$ cat config.mk
export PLATFORM = sky130hd
export DESIGN_NAME = sap_regs
export DESIGN_NICKNAME = d
export VERILOG_FILES = /design/src/sap_pkg.sv /design/src/sap_regs.sv
export VERILOG_INCLUDE_DIRS = /design/src
export SDC_FILE = /design/constraint.sdc
export NUM_CORES = 1
export LEC_CHECK = 0
export BUFFER_PORTS_ARGS = -buffer_cell sky130_fd_sc_hd__buf_2
export CAP_MARGIN = 40
export CORE_ASPECT_RATIO = 1.5
export CORE_MARGIN = 1.5
export CORE_UTILIZATION = 40
export DETAILED_ROUTE_END_ITERATION = 7
export HOLD_SLACK_MARGIN = 0.03
export PLACE_DENSITY = 0.64
export SETUP_SLACK_MARGIN = 0.4
export SKIP_LAST_GASP = 1
export SLEW_MARGIN = 15
export SYNTH_ARGS = -nofsm -noshare
export SYNTH_HDL_FRONTEND = slang
export SYNTH_SLANG_ARGS = --single-unit
export TNS_END_PERCENT = 100
$ cat constraint.sdc
create_clock -name sys_clk -period 3.15 [get_ports sys_clk]
set_input_delay 0.315 -clock sys_clk [delete_from_list [all_inputs] [get_ports sys_clk]]
set_output_delay 0.315 -clock sys_clk [all_outputs]
set_load 0.03 [all_outputs]
$ cat src/sap_cfg.svh
/*
 * Register offsets, field positions, reset values and masks of the serial audio port.
 * Assumes byte addresses on an APB bus with 32-bit data, one register per word.
 */
`ifndef SAP_CFG_SVH
`define SAP_CFG_SVH

`define SAP_OFF_STAT 8'h08
`define SAP_OFF_DATA 8'h0C
`define SAP_OFF_POLY 8'h10
`define SAP_OFF_RSUM 8'h14
`define SAP_OFF_TSUM 8'h18
`define SAP_OFF_ACTL 8'h1C
`define SAP_OFF_APSC 8'h20
`define SAP_OFF_PCFG 8'h24

`define SAP_STAT_RST 16'h0002
`define SAP_POLY_RST 16'h0007
`define SAP_ACTL_RST 12'h000
`define SAP_APSC_RST 10'h002
`define SAP_PCFG_RST 7'h00
`define SAP_ACTL_MASK 16'h0FBF
`define SAP_APSC_MASK 16'h03FF
`define SAP_PCFG_MASK 16'h007F
`define SAP_MASK_8 16'h00FF
`define SAP_MASK_16 16'hFFFF

`define SAP_STAT_MISMATCH 4
`define SAP_APSC_MASTER_CLOCK_OUT_ENABLE 9
`define SAP_APSC_ODD 8
`define SAP_DIV_MIN 9'h002

`endif

$ cat src/sap_pkg.sv
/*
 * Types of the serial audio port register block.
 * Assumes the shifter and the APB master run on the same clock.
 */
package sap_pkg;

	typedef struct packed {
		logic psel;
		logic penable;
		logic pwrite;
		logic [7:0] paddr;
		logic [31:0] pwdata;
		logic [3:0] pstrb;
	} sap_apb_req_t;

	typedef enum logic [1:0] {
		SAP_OP_SLAVE_TX = 2'h0,
		SAP_OP_SLAVE_RX = 2'h1,
		SAP_OP_MASTER_TX = 2'h2,
		SAP_OP_MASTER_RX = 2'h3
	} sap_op_mode_t;

	typedef enum logic [1:0] {
		SAP_STD_I2S = 2'h0,
		SAP_STD_LEFT = 2'h1,
		SAP_STD_RIGHT = 2'h2,
		SAP_STD_PCM = 2'h3
	} sap_std_t;

	typedef struct packed {
		logic audio_mode_select;
		logic audio_enable;
		sap_op_mode_t audio_op_mode;
		logic pcm_sync_length;
		sap_std_t audio_standard;
		logic idle_clock_level;
		logic [1:0] sample_length;
		logic slot_length;
	} sap_audio_cfg_t;

	typedef struct packed {
		logic port_enable;
		logic master_mode;
		logic lsb_first;
		logic soft_select_level;
		logic soft_select_enable;
		logic frame16;
		logic checksum_enable;
	} sap_port_cfg_t;

	typedef struct packed {
		logic rx_bit_stb;
		logic rx_bit;
		logic tx_bit_stb;
		logic tx_bit;
		logic rx_frame_stb;
		logic rx_sum_stb;
		logic [15:0] rx_word;
		logic tx_take;
		logic underrun_evt;
		logic channel_side;
		logic transfer_active;
	} sap_link_evt_t;

endpackage : sap_pkg

$ cat src/sap_regs.sv
/*
 * Status, data, checksum and audio configuration registers of the serial audio port.
 * Assumes an APB master on sys_clk and a shifter on sys_clk that reports bits and frames.
 */
`timescale 1ns/100ps
`include "sap_cfg.svh"

// Function
// - Overrun flag bit 6 stays set until a data read then a status read.
// - Master mode: select low (pin or soft level) sets config fault bit 5.
// - Config fault clears on status access followed by control write; not in audio mode.
// - Checksum mismatch bit 4 set on compare failure, cleared by writing 0.
// - Underrun bit 3 set by hardware in audio mode, cleared by status read.
// - Channel side bit 2: 0 left, 1 right; meaningless in PCM.
// - Bit 1 shows transmit buffer empty, bit 0 shows receive data waiting.
// - Data writes fill transmit buffer; data reads return receive buffer.
// - 8-bit frames force data bits 15:8 to zero; 16-bit frames use all.
// - Programmable 16-bit polynomial resets to 0x0007 and drives checksum.
// - Receive checksum over received bits, 8 or 16 bit by frame width.
// - Transmit checksum over transmitted bits, same width rule.
// - Checksums step on every shifted bit while checksum enable is set outside audio mode; mid-transfer reads show partial values.
// - Both checksums clear when checksum enable sets or peripheral reset asserts.
// - Bit order changes transmit checksum since bits arrive in wire order.
// - Bit 11 selects audio mode, bit 10 enables audio; change while disabled.
// - Audio operation field 9:8: slave tx, slave rx, master tx, master rx.
// - Bit 7 picks short or long frame sync in PCM only.
// - Audio standard field 5:4: I2S, left, right justified, PCM.
// - Idle bit clock level follows bit 3.
// - Sample length 2:1 is 16, 24, 32; bit 0 slot 16 or 32.
// - Clock divides by twice factor plus odd bit; bit 9 enables master clock.
// - Status register at offset 0x08, resets to 0x0002.
module sap_regs
	import sap_pkg::*;
#(
	parameter int DATA_W = 16
) (
	input wire logic sys_clk,
	input wire logic srst,
	input wire sap_apb_req_t apb_req,
	output logic [31:0] prdata,
	output logic pready,
	output logic pslverr,
	input wire sap_link_evt_t link_evt,
	input wire logic slave_select,
	input wire logic peripheral_reset_bit,
	output logic [15:0] tx_buffer,
	output logic tx_buffer_empty,
	output logic [15:0] tx_checksum,
	output sap_port_cfg_t port_cfg,
	output sap_audio_cfg_t audio_cfg,
	output logic audio_bit_clock,
	output logic audio_master_clock
);

	if (DATA_W != 16) begin : g_bad_width
		$error("sap_regs serves a 16-bit data field only");
	end

	function automatic logic [15:0] merge16(input logic [15:0] old, input logic [31:0] wd,
		input logic [3:0] st);
		logic [15:0] res;
		res = old;
		if (st[0]) begin
			res[7:0] = wd[7:0];
		end
		if (st[1]) begin
			res[15:8] = wd[15:8];
		end
		return res;
	endfunction : merge16

	function automatic logic [15:0] sum_step(input logic [15:0] sum, input logic [15:0] poly,
		input logic din, input logic wide);
		logic top;
		logic [15:0] nxt;
		top = wide ? sum[15] : sum[7];
		nxt = {sum[14:0], 1'b0};
		if (top ^ din) begin
			nxt = nxt ^ poly;
		end
		if (!wide) begin
			nxt[15:8] = 8'h00;
		end
		return nxt;
	endfunction : sum_step

	logic pready_q, pslverr_q;
	logic [31:0] prdata_q;
	logic ss_meta_q, ss_sync_q;
	sap_port_cfg_t pcfg_q;
	logic [11:0] actl_q;
	logic [9:0] apsc_q;
	logic [15:0] poly_q, tx_buf_q, rx_buf_q, rx_sum_q, tx_sum_q;
	logic rx_ovr_q, ovr_arm_q, cfg_fault_q, cfg_arm_q, mismatch_q, tx_ur_q;
	logic ch_side_q, tx_empty_q, rx_pend_q, transfer_active_q;
	sap_audio_cfg_t audio_cfg_q;
	logic [8:0] div_cnt_q;
	logic bck_q, mck_q;

	logic setup, rd_stb, wr_stb, mapped;
	logic hit_stat, hit_data, hit_poly, hit_rsum, hit_tsum, hit_actl, hit_apsc, hit_pcfg;
	logic data_rd, data_wr, stat_rd, stat_wr, ctl_wr, sum_clr, audio_sel;
	logic rx_acc, ovr_evt, fault_evt, sel_low, mismatch_evt;
	logic [15:0] fmask, stat_word, rdata16;
	logic [8:0] divisor;
	logic running, tick;
	sap_port_cfg_t pcfg_new;

	// Address decode, reads act in the setup cycle, writes at the completing edge
	assign setup = apb_req.psel & ~apb_req.penable;
	assign rd_stb = setup & ~apb_req.pwrite;
	assign wr_stb = apb_req.psel & apb_req.penable & pready_q & apb_req.pwrite;
	assign hit_stat = apb_req.paddr == `SAP_OFF_STAT;
	assign hit_data = apb_req.paddr == `SAP_OFF_DATA;
	assign hit_poly = apb_req.paddr == `SAP_OFF_POLY;
	assign hit_rsum = apb_req.paddr == `SAP_OFF_RSUM;
	assign hit_tsum = apb_req.paddr == `SAP_OFF_TSUM;
	assign hit_actl = apb_req.paddr == `SAP_OFF_ACTL;
	assign hit_apsc = apb_req.paddr == `SAP_OFF_APSC;
	assign hit_pcfg = apb_req.paddr == `SAP_OFF_PCFG;
	assign mapped = hit_stat | hit_data | hit_poly | hit_rsum | hit_tsum | hit_actl
		| hit_apsc | hit_pcfg;
	assign data_rd = rd_stb & hit_data;
	assign data_wr = wr_stb & hit_data;
	assign stat_rd = rd_stb & hit_stat;
	assign stat_wr = wr_stb & hit_stat;
	assign ctl_wr = wr_stb & hit_pcfg;
	assign audio_sel = actl_q[11];
	assign fmask = pcfg_q.frame16 ? `SAP_MASK_16 : `SAP_MASK_8;
	assign pcfg_new = sap_port_cfg_t'(merge16({9'h000, pcfg_q}, apb_req.pwdata,
		apb_req.pstrb) & `SAP_PCFG_MASK);
	assign sum_clr = peripheral_reset_bit | (ctl_wr & pcfg_new.checksum_enable
		& ~pcfg_q.checksum_enable);

	assign stat_word = {8'h00, transfer_active_q, rx_ovr_q, cfg_fault_q, mismatch_q, tx_ur_q,
		ch_side_q, tx_empty_q, rx_pend_q};

	always_comb begin
		rdata16 = 16'h0000;
		case (1'b1)
			hit_stat: rdata16 = stat_word;
			hit_data: rdata16 = rx_buf_q & fmask;
			hit_poly: rdata16 = poly_q;
			hit_rsum: rdata16 = rx_sum_q;
			hit_tsum: rdata16 = tx_sum_q;
			hit_actl: rdata16 = {4'h0, actl_q};
			hit_apsc: rdata16 = {6'h00, apsc_q};
			hit_pcfg: rdata16 = {9'h000, pcfg_q};
			default: rdata16 = 16'h0000;
		endcase
	end

	// APB answer: one wait-free access phase
	always_ff @(posedge sys_clk) begin
		if (srst) begin
			pready_q <= 1'b0;
			pslverr_q <= 1'b0;
			prdata_q <= 32'h0000_0000;
		end else begin
			pready_q <= setup;
			pslverr_q <= setup & ~mapped;
			if (rd_stb) begin
				prdata_q <= {16'h0000, rdata16};
			end
		end
	end

	// Select pin synchroniser
	always_ff @(posedge sys_clk) begin
		if (srst) begin
			ss_meta_q <= 1'b1;
			ss_sync_q <= 1'b1;
		end else begin
			ss_meta_q <= slave_select;
			ss_sync_q <= ss_meta_q;
		end
	end

	// Configuration registers with byte-lane writes
	always_ff @(posedge sys_clk) begin
		if (srst) begin
			pcfg_q <= `SAP_PCFG_RST;
			actl_q <= `SAP_ACTL_RST;
			apsc_q <= `SAP_APSC_RST;
			poly_q <= `SAP_POLY_RST;
		end else if (wr_stb) begin
			if (hit_pcfg) begin
				pcfg_q <= pcfg_new;
			end
			if (hit_actl) begin
				actl_q <= 12'(merge16({4'h0, actl_q}, apb_req.pwdata, apb_req.pstrb)
					& `SAP_ACTL_MASK);
			end
			if (hit_apsc) begin
				apsc_q <= 10'(merge16({6'h00, apsc_q}, apb_req.pwdata, apb_req.pstrb)
					& `SAP_APSC_MASK);
			end
			if (hit_poly) begin
				poly_q <= merge16(poly_q, apb_req.pwdata, apb_req.pstrb);
			end
		end
	end

	// Data buffers
	assign rx_acc = link_evt.rx_frame_stb & (~rx_pend_q | data_rd);
	assign ovr_evt = link_evt.rx_frame_stb & rx_pend_q & ~data_rd;

	always_ff @(posedge sys_clk) begin
		if (srst) begin
			tx_buf_q <= 16'h0000;
			rx_buf_q <= 16'h0000;
			tx_empty_q <= `SAP_STAT_RST == 16'h0002;
			rx_pend_q <= 1'b0;
			ch_side_q <= 1'b0;
			transfer_active_q <= 1'b0;
		end else begin
			transfer_active_q <= link_evt.transfer_active;
			if (data_wr) begin
				tx_buf_q <= merge16(tx_buf_q, apb_req.pwdata, apb_req.pstrb) & fmask;
				tx_empty_q <= 1'b0;
			end else if (link_evt.tx_take) begin
				tx_empty_q <= 1'b1;
			end
			if (rx_acc) begin
				rx_buf_q <= link_evt.rx_word & fmask;
				rx_pend_q <= 1'b1;
			end else if (data_rd) begin
				rx_pend_q <= 1'b0;
			end
			if (link_evt.tx_take | rx_acc) begin
				ch_side_q <= link_evt.channel_side;
			end
		end
	end

	// Error flags; a set in the same cycle as a clear wins
	assign sel_low = pcfg_q.soft_select_enable ? ~pcfg_q.soft_select_level : ~ss_sync_q;
	assign fault_evt = pcfg_q.master_mode & ~audio_sel & sel_low;
	assign mismatch_evt = link_evt.rx_sum_stb & pcfg_q.checksum_enable & ~audio_sel
		& ((link_evt.rx_word & fmask) != rx_sum_q);

	always_ff @(posedge sys_clk) begin
		if (srst) begin
			rx_ovr_q <= 1'b0;
			ovr_arm_q <= 1'b0;
		end else begin
			if (ovr_evt) begin
				rx_ovr_q <= 1'b1;
			end else if (stat_rd & ovr_arm_q) begin
				rx_ovr_q <= 1'b0;
			end
			if (data_rd) begin
				ovr_arm_q <= 1'b1;
			end else if (stat_rd) begin
				ovr_arm_q <= 1'b0;
			end
		end
	end

	always_ff @(posedge sys_clk) begin
		if (srst) begin
			cfg_fault_q <= 1'b0;
			cfg_arm_q <= 1'b0;
		end else begin
			if (fault_evt) begin
				cfg_fault_q <= 1'b1;
			end else if (ctl_wr & cfg_arm_q) begin
				cfg_fault_q <= 1'b0;
			end
			if (stat_rd | stat_wr) begin
				cfg_arm_q <= 1'b1;
			end else if (ctl_wr) begin
				cfg_arm_q <= 1'b0;
			end
		end
	end

	always_ff @(posedge sys_clk) begin
		if (srst) begin
			mismatch_q <= 1'b0;
			tx_ur_q <= 1'b0;
		end else begin
			if (mismatch_evt) begin
				mismatch_q <= 1'b1;
			end else if (stat_wr & apb_req.pstrb[0] & ~apb_req.pwdata[`SAP_STAT_MISMATCH]) begin
				mismatch_q <= 1'b0;
			end
			if (link_evt.underrun_evt & audio_sel) begin
				tx_ur_q <= 1'b1;
			end else if (stat_rd) begin
				tx_ur_q <= 1'b0;
			end
		end
	end

	// Checksum generators, bits arrive in wire order so bit order shapes the value
	always_ff @(posedge sys_clk) begin
		if (srst) begin
			rx_sum_q <= 16'h0000;
			tx_sum_q <= 16'h0000;
		end else if (sum_clr) begin
			rx_sum_q <= 16'h0000;
			tx_sum_q <= 16'h0000;
		end else if (pcfg_q.checksum_enable & ~audio_sel) begin
			if (link_evt.rx_bit_stb) begin
				rx_sum_q <= sum_step(rx_sum_q, poly_q, link_evt.rx_bit, pcfg_q.frame16);
			end
			if (link_evt.tx_bit_stb) begin
				tx_sum_q <= sum_step(tx_sum_q, poly_q, link_evt.tx_bit, pcfg_q.frame16);
			end
		end
	end

	// Audio clocks: divider enable pulse, master clock and idle-aware bit clock
	assign divisor = ({apsc_q[7:0], 1'b0} + {8'h00, apsc_q[`SAP_APSC_ODD]}) < `SAP_DIV_MIN
		? `SAP_DIV_MIN : {apsc_q[7:0], 1'b0} + {8'h00, apsc_q[`SAP_APSC_ODD]};
	assign running = actl_q[11] & actl_q[10] & actl_q[9];
	assign tick = div_cnt_q == divisor - 9'h001;

	always_ff @(posedge sys_clk) begin
		if (srst) begin
			div_cnt_q <= 9'h000;
			mck_q <= 1'b0;
			bck_q <= 1'b0;
			audio_cfg_q <= sap_audio_cfg_t'(11'h000);
		end else begin
			audio_cfg_q <= sap_audio_cfg_t'({actl_q[11:7], actl_q[5:0]});
			if (!running | tick) begin
				div_cnt_q <= 9'h000;
			end else begin
				div_cnt_q <= div_cnt_q + 9'h001;
			end
			mck_q <= running & apsc_q[`SAP_APSC_MASTER_CLOCK_OUT_ENABLE] & (div_cnt_q < (divisor >> 1));
			if (!running) begin
				bck_q <= actl_q[3];
			end else if (tick) begin
				bck_q <= ~bck_q;
			end
		end
	end

	assign prdata = prdata_q;
	assign pready = pready_q;
	assign pslverr = pslverr_q;
	assign tx_buffer = tx_buf_q;
	assign tx_buffer_empty = tx_empty_q;
	assign tx_checksum = tx_sum_q;
	assign port_cfg = pcfg_q;
	assign audio_cfg = audio_cfg_q;
	assign audio_bit_clock = bck_q;
	assign audio_master_clock = mck_q;

endmodule : sap_regs

==> out/metrics.csv, run 1 <==
metric,value,unit
r2r-end,audio_bit_clock,
rsz0062_at_grt,no,
cts_made_buffers,17,
worstSkewPairLatency,440,ps
portBuffers,129,
root_buffer,clkbuf_16,
worstHoldPathCells,2,
syn_area_per_cell,8.13,sq um
critPathMaxStageDelay,370,ps
tightestPinTransition,746,ps
hold_buffers,0,
r2r_setup_slack,540,ps
antenna_found_initial,1,
num_antenna_cells,0,
nets,1166,
slew_violations,0,
synth_cell_type_count,71,
grt_pass1_vias,7006,
cp.arrival,2920,ps
grt_max_degree,61,
grt_first_pass_wirelength,38.2,mm
syn_inst,970,
final_layout_size_suffix_gt1_share,20.1,%
p_total,0.00437,W
num_rows,62,
overflow,0,
core,19200,sq um
layout_commonest_cell,dfxtp_1,
fmax,383,MHz
hold_viol,0,
vias,7317,
final-setup-viol-count,0,
initial_core_util,41.0,%
crit_fanout,6,
period_share,82.8,%
drv_cap,0,
clock_skew,13.7,ps
drtIter0Drc,569,
worstPathCellList,"nor4_4, a21bo_2, ha_2, nor3b_4, a21oi_2, nor4b_4, nand4b_4, o21a_1, o32a_1",
area_growth,18.8,%
globalplace.congestion,0.867,
ys_seq_area_share,40.6,%
clk_pin_slew,70,ps
wirelength,24.2,mm
cts_tree,done,
synth-seq-cells,160,
synthArstFlopShare,0,%
critPathSlowestCell,dfxtp_2,
timing.rr.start,apsc_q[2],
ios,164,
setup_tns,0,ps
crit_path_start,apsc_q[2],
die_area,20600,sq um
finalWorstSetupSlack,541,ps
layout_common_cells,"dfxtp_1, nand2_1, buf_2, a21oi_1, nor2_1",
power_density,467,nW/um^2
post-route-min-period,2610,ps
holdPathEnd,transfer_active_q,
ant_nets,0,
die_h,175,microns
cts.sinks,160,
required,3470,ps
drt_pass1_iterations,5,
gr-usage-all-layers,23.7,%
drc,0,
ys.warnings.count,0,
fp.dieW,118,microns
vdd_ir_drop_max,361,uV
slew_headroom,50.2,%
routedWlPerCell,17.9,microns
r2r_cells,9,
synth_flop_cell,dfxtp_1,
min_from,link_evt[0],
hold_class,input port to flop,
p_leak,3.63,nW
htreeDepth,4,
crit_type,flop to flop,
synth_edf_count,0,
status,"complete, no violations",
preCtsSetupSlack,392,ps
dpl.hpwl,18.1,mm
routed_via_density,5.42,
critPathCaptureType,flop,
netlist_area,7880,sq um
worstSetupStartpointType,flop,
clockBufferDepth,2,
cell type report:
type	count	area, sq um
fillers	1973	9880
flip-flops and latches	160	3210
well taps	256	320
repair buffers	154	836
clock buffers	17	425
inverters	20	75.1
clock inverters	15	158
multi-input cells	727	4340
state kept, by name, indices dropped and copies added (netlist names), 7 cells and up:
name,count
div_cnt_q,9
rx_sum_q,16
tx_buffer,16
port_cfg,7
actl_q,11
audio_cfg,11
rx_buf_q,16
tx_checksum,16
poly_q,16
apsc_q,10
prdata,16
critical path, delay by kind of cell (launching register included):
family	cells	cell delay, ps
simple gates	4	1130
compound gates	4	790
flops	1	370
fa+ha+maj	1	190
through the flow:
step	cells	area [sq um]	hold slack [ps]	utilization (%)
6_report	1349	9360	80.3	48.7
3_5_place_dp	1316	8730	422	45.4
2_1_floorplan	985	7960	389	-
5_1_grt	1349	9360	84.6	48.7
4_1_cts	1348	9330	73.3	48.5
3_3_place_gp	1316	8730	399	45.4
report_power, final:
group / internal, W / switching [W] / total [W]
logic: 0.0000727 / 0.000184 / 0.000257
registers: 0.00204 / 0.00000682 / 0.00204
clock network: 0.00118 / 0.000896 / 0.00207
total: 0.00328 / 0.00109 / 0.00437
cell usage after synthesis, types with 3 or more instances:
| cell type | count | area share, % |
|---|---|---|
| a22oi_1 | 33 | 3.1 |
| dfxtp_1 | 160 | 41 |
| a221oi_1 | 7 | 0.78 |
| nand3_1 | 49 | 3.1 |
| xnor2_1 | 36 | 4.0 |
| a22o_1 | 3 | 0.33 |
| o22ai_1 | 4 | 0.32 |
| xor2_1 | 22 | 2.4 |
| nor4_1 | 6 | 0.48 |
| nand2b_1 | 3 | 0.24 |
| buf_2 | 6 | 0.38 |
| and2_1 | 6 | 0.48 |
| buf_1 | 8 | 0.38 |
| ha_1 | 9 | 1.4 |
| a2bb2oi_1 | 3 | 0.33 |
| nor2_1 | 92 | 4.4 |
| o221a_2 | 6 | 0.86 |
| mux2i_1 | 26 | 3.3 |
| o2bb2ai_1 | 3 | 0.33 |
| nand4_1 | 5 | 0.40 |
| nand2_1 | 154 | 7.3 |
| clkbuf_1 | 45 | 2.1 |
| nor3_1 | 6 | 0.38 |
| o21ai_0 | 40 | 2.5 |
| nand3b_1 | 4 | 0.38 |
| a211oi_1 | 17 | 1.6 |
| inv_1 | 19 | 0.90 |
| a32oi_1 | 3 | 0.33 |
| buf_4 | 18 | 1.7 |
| or2_2 | 3 | 0.24 |
| a21oi_1 | 98 | 6.2 |
| nor2b_1 | 14 | 1.1 |
| o211ai_1 | 3 | 0.29 |
| or3_1 | 4 | 0.32 |
| and3_1 | 7 | 0.56 |
| a32o_1 | 3 | 0.38 |
worst max-delay path by stage:
stage	endpoint	slack [ps]	depth (start not counted)
3_5_place_dp	div_cnt_q[6]	390	9
4_1_cts	audio_bit_clock	450	9
2_1_floorplan	audio_bit_clock	540	10
5_1_grt	audio_bit_clock	390	9
3_3_place_gp	audio_bit_clock	420	9
6_report	audio_bit_clock	540	9
logic make-up after synthesis:
logic type | Yosys count | synth area share (%)
flip-flops | 160 | 40.6
multiplexers | 28 | 3.73
other | 1 | 0.0476
AND/OR/NAND/NOR | 374 | 22.1
AO/OA/AOI/OAI | 241 | 19.6
adder cells (fa/ha/maj) | 9 | 1.43
buffers and inverters | 98 | 5.72
XOR/XNOR | 59 | 6.73
per-layer routing:
layer  GRT usage (%)  wire, microns  vias up
met1            28.2           9920     3427
met4            10.7            786        0
met3            3.98           1350       48
met5               0              0        -
met2            41.6          12100      246
li1                -              -     3596
what timing repair did:
item / 4_1_cts / 5_1_grt
pin swaps: 0 / 4
setup endpoints to repair: 10 / 10
resized for setup: 2 / 9
setup buffers: 0 / 1
endpoints found under the hold margin: 0 / 0
No activity file was read; power rests on OpenSTA's default activity.
==> run 2: changes to the inputs <==
clock period = 2.7 ns   (was 3.15 ns; I/O delays follow)
==> run 2 against run 1 <==
Global-route usage is 0.40 points higher. Worst hold slack worse by 22 ps. Register-to-register slack worse by 410 ps.
==> out/metrics.csv, run 2 (synthesized netlist as in run 1, its figures left out) <==
metric,value,unit
drc,0,
grt_first_pass_wirelength,39.1,mm
cp_common_cell,buf_4,
critPathMaxStageDelay,360,ps
required,3010,ps
num_antenna_cells,0,
timing.rr.start,apsc_q[3],
fp.dieW,118,microns
clockBufferDepth,2,
portBuffers,129,
cts_tree,done,
worst-path-buf-inv,3,
ant_nets,0,
nets,1194,
htreeDepth,4,
grt_pass1_vias,7167,
power_switching_share,25.6,%
routed_via_density,5.47,
power_density,515,nW/um^2
final_layout_size_suffix_gt1_share,22.0,%
wirelength,24.9,mm
vdd_ir_drop_max,383,uV
die_h,175,microns
critPathCaptureType,flop,
status,"complete, no violations",
r2r-end,audio_bit_clock,
initial_core_util,41.0,%
layout_commonest_cell,dfxtp_1,
antenna_found_initial,0,
worstHoldPathCells,2,
drt_pass1_iterations,6,
p_leak,3.75,nW
post-route-util,49.9,%
min_from,link_evt[0],
fin_area,9610,sq um
area_growth,21.9,%
hold_class,input port to flop,
placed_area,8920,sq um
cp.arrival,2880,ps
power_switching,0.00127,W
rsz0062_at_grt,yes,
seqPwrFrac,48.1,%
fmax,390,MHz
slew_violations,0,
worstPathCellList,"nor4_4, buf_4, a21oi_4, ha_4, nor3b_4, buf_4, buf_6, nand3_2, nor4b_4, nand4b_4, o21a_1, o32a_1",
crit_family,simple AND/OR/NAND/NOR gates,
r2r_setup_slack,130,ps
preCtsSetupSlack,119,ps
hold_viol,0,
clk_pin_slew,70,ps
core,19200,sq um
crit_type,flop to flop,
dpl.hpwl,18.7,mm
vias,7529,
clock_skew,8.38,ps
ios,164,
gr-usage-all-layers,24.1,%
intPower,0.00368,W
post-route-min-period,2570,ps
crit_fanout,4,
grt_max_degree,59,
root_buffer,clkbuf_16,
period_share,95.0,%
holdPathEnd,transfer_active_q,
clkPwrFrac,45.5,%
overflow,0,
finalWorstSetupSlack,134,ps
cts.sinks,160,
tightestPinTransition,739,ps
cts_made_buffers,17,
final-setup-viol-count,0,
slew_headroom,50.4,%
globalplace.congestion,0.868,
worstSetupStartpointType,flop,
num_rows,62,
pwr-share-comb,6.4,%
drv_cap,0,
r2r_cells,12,
die_area,20600,sq um
layout_common_cells,"dfxtp_1, nand2_1, buf_2, a21oi_1, nor2_1",
worstSkewPairLatency,430,ps
routedWlPerCell,18.1,microns
setup_tns,0,ps
critPathSlowestCell,nor4_4,
drtIter0Drc,568,
[run 2: cell types whose count changed in the layout (fill, tap and decap cells not counted), moves of 2 or more]
cell        previous run  this run
inv_6                  4         2
clkinv_2               5         2
clkinv_4               3         5
buf_4                 26        48
buf_12                 0         2
clkinvlp_4             0         2
dfxtp_2                5         2
dfxtp_1              155       157
bufinv_16              2         0
buf_6                  0         2
[run 2: power by group through the flow]
stage / sequential [W] / combinational [W] / clock (W)
2_1_floorplan: 0.00244 / 0.000181 / 0
3_3_place_gp: 0.00244 / 0.000308 / 0
3_5_place_dp: 0.00244 / 0.000310 / 0
4_1_cts: 0.00238 / 0.000312 / 0.00230
5_1_grt: 0.00238 / 0.000338 / 0.00239
6_report: 0.00238 / 0.000317 / 0.00225
[run 2: final cells by class]
| type | instances | area [sq um] |
|---|---|---|
| clock buffers | 18 | 439 |
| clock inverters | 13 | 109 |
| fillers | 1954 | 9630 |
| inverters | 20 | 75.1 |
| multi-input cells | 728 | 4380 |
| flip-flops and latches | 160 | 3210 |
| well taps | 256 | 320 |
| repair buffers | 181 | 1070 |
[run 2: worst max path at each step]
stage	startpoint	to	slack [ps]	cells after the start
2_1_floorplan	apsc_q[1]	audio_bit_clock	260	10
3_3_place_gp	apsc_q[7]	audio_bit_clock	170	9
3_5_place_dp	apsc_q[7]	audio_bit_clock	120	9
4_1_cts	apsc_q[6]	audio_bit_clock	200	9
5_1_grt	apsc_q[3]	audio_bit_clock	30	12
6_report	apsc_q[3]	audio_bit_clock	130	12
[run 2: metal layers]
layer | track usage (%) | up-vias | wire length (microns)
met5 | 0 | - | 0
met4 | 10.3 | 0 | 843
met2 | 42.1 | 266 | 12300
met1 | 29.3 | 3564 | 10400
met3 | 3.75 | 53 | 1300
li1 | - | 3646 | -
[run 2: repair_timing]
action | in CTS | in global routing
cloned | 1 | 0
resized for setup | 2 | 7
setup buffers | 5 | 7
pin swaps | 4 | 9
endpoints found under the hold margin | 1 | 0
hold buffers | 1 | 0
endpoints found under the setup margin | 10 | 10
[run 2: stage by stage]
step | std cells | power [W] | hold WS (ps)
5_1_grt | 1376 | 0.00511 | 72.3
6_report | 1376 | 0.00495 | 58.6
3_3_place_gp | 1331 | 0.00274 | 394
3_5_place_dp | 1331 | 0.00275 | 401
4_1_cts | 1369 | 0.00499 | 47.6
2_1_floorplan | 985 | 0.00262 | 349
[run 2: worst reg2reg max path: cells and delay by family, from the launching register on]
family	cells	cell delay, ps
AO/OA/AOI/OAI	3	540
adder cells (fa/ha/maj)	1	160
AND/OR/NAND/NOR	5	960
buffers and inverters	3	430
flip-flops	1	350
==> run 3: changes to the inputs <==
clock period = 2.48 ns   (was 2.7 ns; I/O delays follow)
==> run 3 against run 2 <==
Critical path depth shrank 3. Total power rose by 18%. Cell count rose by 0.36%. Non-clock buffer count increased by 4. Via count decreased by 0.31%. Count of clock-buffer cells in the layout fell by 1. Routed wire length fell by 0.25%. Highest routed layer unchanged.
==> out/metrics.csv, run 3 (synthesized netlist as in run 1, its figures left out) <==
metric,value,unit
root_buffer,clkbuf_16,
min_from,link_evt[0],
grt_first_pass_wirelength,38.7,mm
r2r_setup_slack,20,ps
nFillCells,1916,
drt_pass1_iterations,6,
setup_tns,0,ps
r2r_cells,9,
nets,1198,
area_growth,23.4,%
drv_cap,0,
hold_viol,0,
slew_headroom,57.3,%
fmax,406,MHz
layout_commonest_cell,dfxtp_1,
core,19200,sq um
vias,7506,
final_layout_size_suffix_gt1_share,22.4,%
cts_tree,done,
drc,0,
drtIter0Drc,591,
final-setup-viol-count,0,
clockBufferDepth,2,
ios,164,
portBuffers,129,
timing.rr.start,apsc_q[6],
period_share,99.2,%
wirelength,24.8,mm
fp.dieW,118,microns
power_switching,0.00140,W
cts_made_buffers,17,
crit_type,flop to flop,
htreeDepth,4,
vdd_ir_drop_max,366,uV
dpl.hpwl,18.6,mm
die_h,175,microns
num_rows,62,
worstHoldPathCells,2,
worstSetupStartpointType,flop,
post-route-min-period,2460,ps
holdPathEnd,transfer_active_q,
grt_pass1_vias,7035,
cts.sinks,160,
gr-usage-all-layers,23.9,%
post-route-util,50.5,%
status,"complete, no violations",
clk_pin_slew,70,ps
clkPwrFrac,49.5,%
routedWlPerCell,18.0,microns
critPathCaptureType,flop,
clock_skew,12.5,ps
multiInputGateArea,4370,sq um
initial_core_util,41.0,%
rsz0062_at_grt,yes,
r2r-end,audio_bit_clock,
routed_via_density,5.44,
seq_area,3210,sq um
grt_max_degree,66,
num_antenna_cells,0,
worstSkewPairLatency,420,ps
power_switching_share,24.1,%
globalplace.congestion,0.896,
die_area,20600,sq um
intPower,0.00442,W
hold_class,input port to flop,
ant_nets,0,
overflow,0,
layout_common_cells,"dfxtp_1, nand2_1, buf_2, a21oi_1, nor2_1",
pwr-share-comb,6.0,%
tightestPinTransition,638,ps
seqPwrFrac,44.6,%
slew_violations,0,
power_density,599,nW/um^2
crit_fanout,5,
cp.arrival,2760,ps
antenna_found_initial,0,
required,2780,ps
p_leak,3.81,nW
-- run 3: cell count changes in the layout (fill, tap and decap cells not counted), moves of 2 or more --
cell	delta
dfxtp_2	+2
buf_6	-2
clkinv_4	-4
bufinv_16	+4
a21oi_2	+2
buf_4	+5
inv_6	+3
-- run 3: worst max path at each step --
stage,from,end,slack (ps),depth (start not counted)
CTS,apsc_q[3],audio_bit_clock,20,9
global route,apsc_q[6],audio_bit_clock,-120,9
global placement,apsc_q[6],audio_bit_clock,20,9
detailed placement,apsc_q[6],audio_bit_clock,-20,9
floorplan,apsc_q[1],audio_bit_clock,40,10
finish,apsc_q[6],audio_bit_clock,20,9
-- run 3: per-stage QoR --
step	cell area (sq um)	hold WS, ps	power [W]	setup slack (ps)	std cells
after global routing	9720	45.4	0.00601	-118	1381
after floorplan	8010	327	0.00285	42.2	985
after global placement	9010	394	0.00299	24.1	1341
after detailed placement	9010	411	0.00299	-18.8	1341
final	9720	42.8	0.00582	19.6	1381
after CTS	9710	37.5	0.00585	23.3	1379
-- run 3: power groups by stage --
stage	Sequential (W)	Clock, W	Combinational, W
floorplan	0.00265	0	0.000197
global placement	0.00265	0	0.000340
detailed placement	0.00265	0	0.000342
CTS	0.00259	0.00291	0.000345
global route	0.00259	0.00304	0.000372
finish	0.00259	0.00288	0.000349
-- run 3: area by class of cell --
| cell class | count | area share (%) |
|---|---|---|
| multi-input cells | 728 | 44.9 |
| flip-flops and latches | 160 | 33.0 |
| repair buffers | 185 | 11.4 |
| clock buffers | 17 | 4.38 |
| well taps | 256 | 3.29 |
| clock inverters | 15 | 2.25 |
| inverters | 20 | 0.772 |
-- run 3: metal layers --
layer,GRT usage [%],vias to the layer above,share of wire (%)
li1,-,3654,-
met1,29.1,3536,41
met2,42.5,273,51
met3,3.85,43,5.6
met4,8.84,0,3.1
met5,0,-,0
-- run 3: what timing repair did --
action	in CTS	in global routing
gates resized for setup	2	1
cloned	1	0
setup endpoints to repair	10	10
hold buffers	1	0
pin swaps	7	6
endpoints found under the hold margin	1	0
buffers inserted	4	2
-- run 3: critical path, cell delays in order (launching register included) --
cell and delay, ps:
dfxtp_2 340, nor4_4 300, a21bo_2 210, ha_4 130, nor3b_4 260, a22oi_2 120
nor4b_4 360, nand4b_4 150, o21a_1 200, o32a_1 280
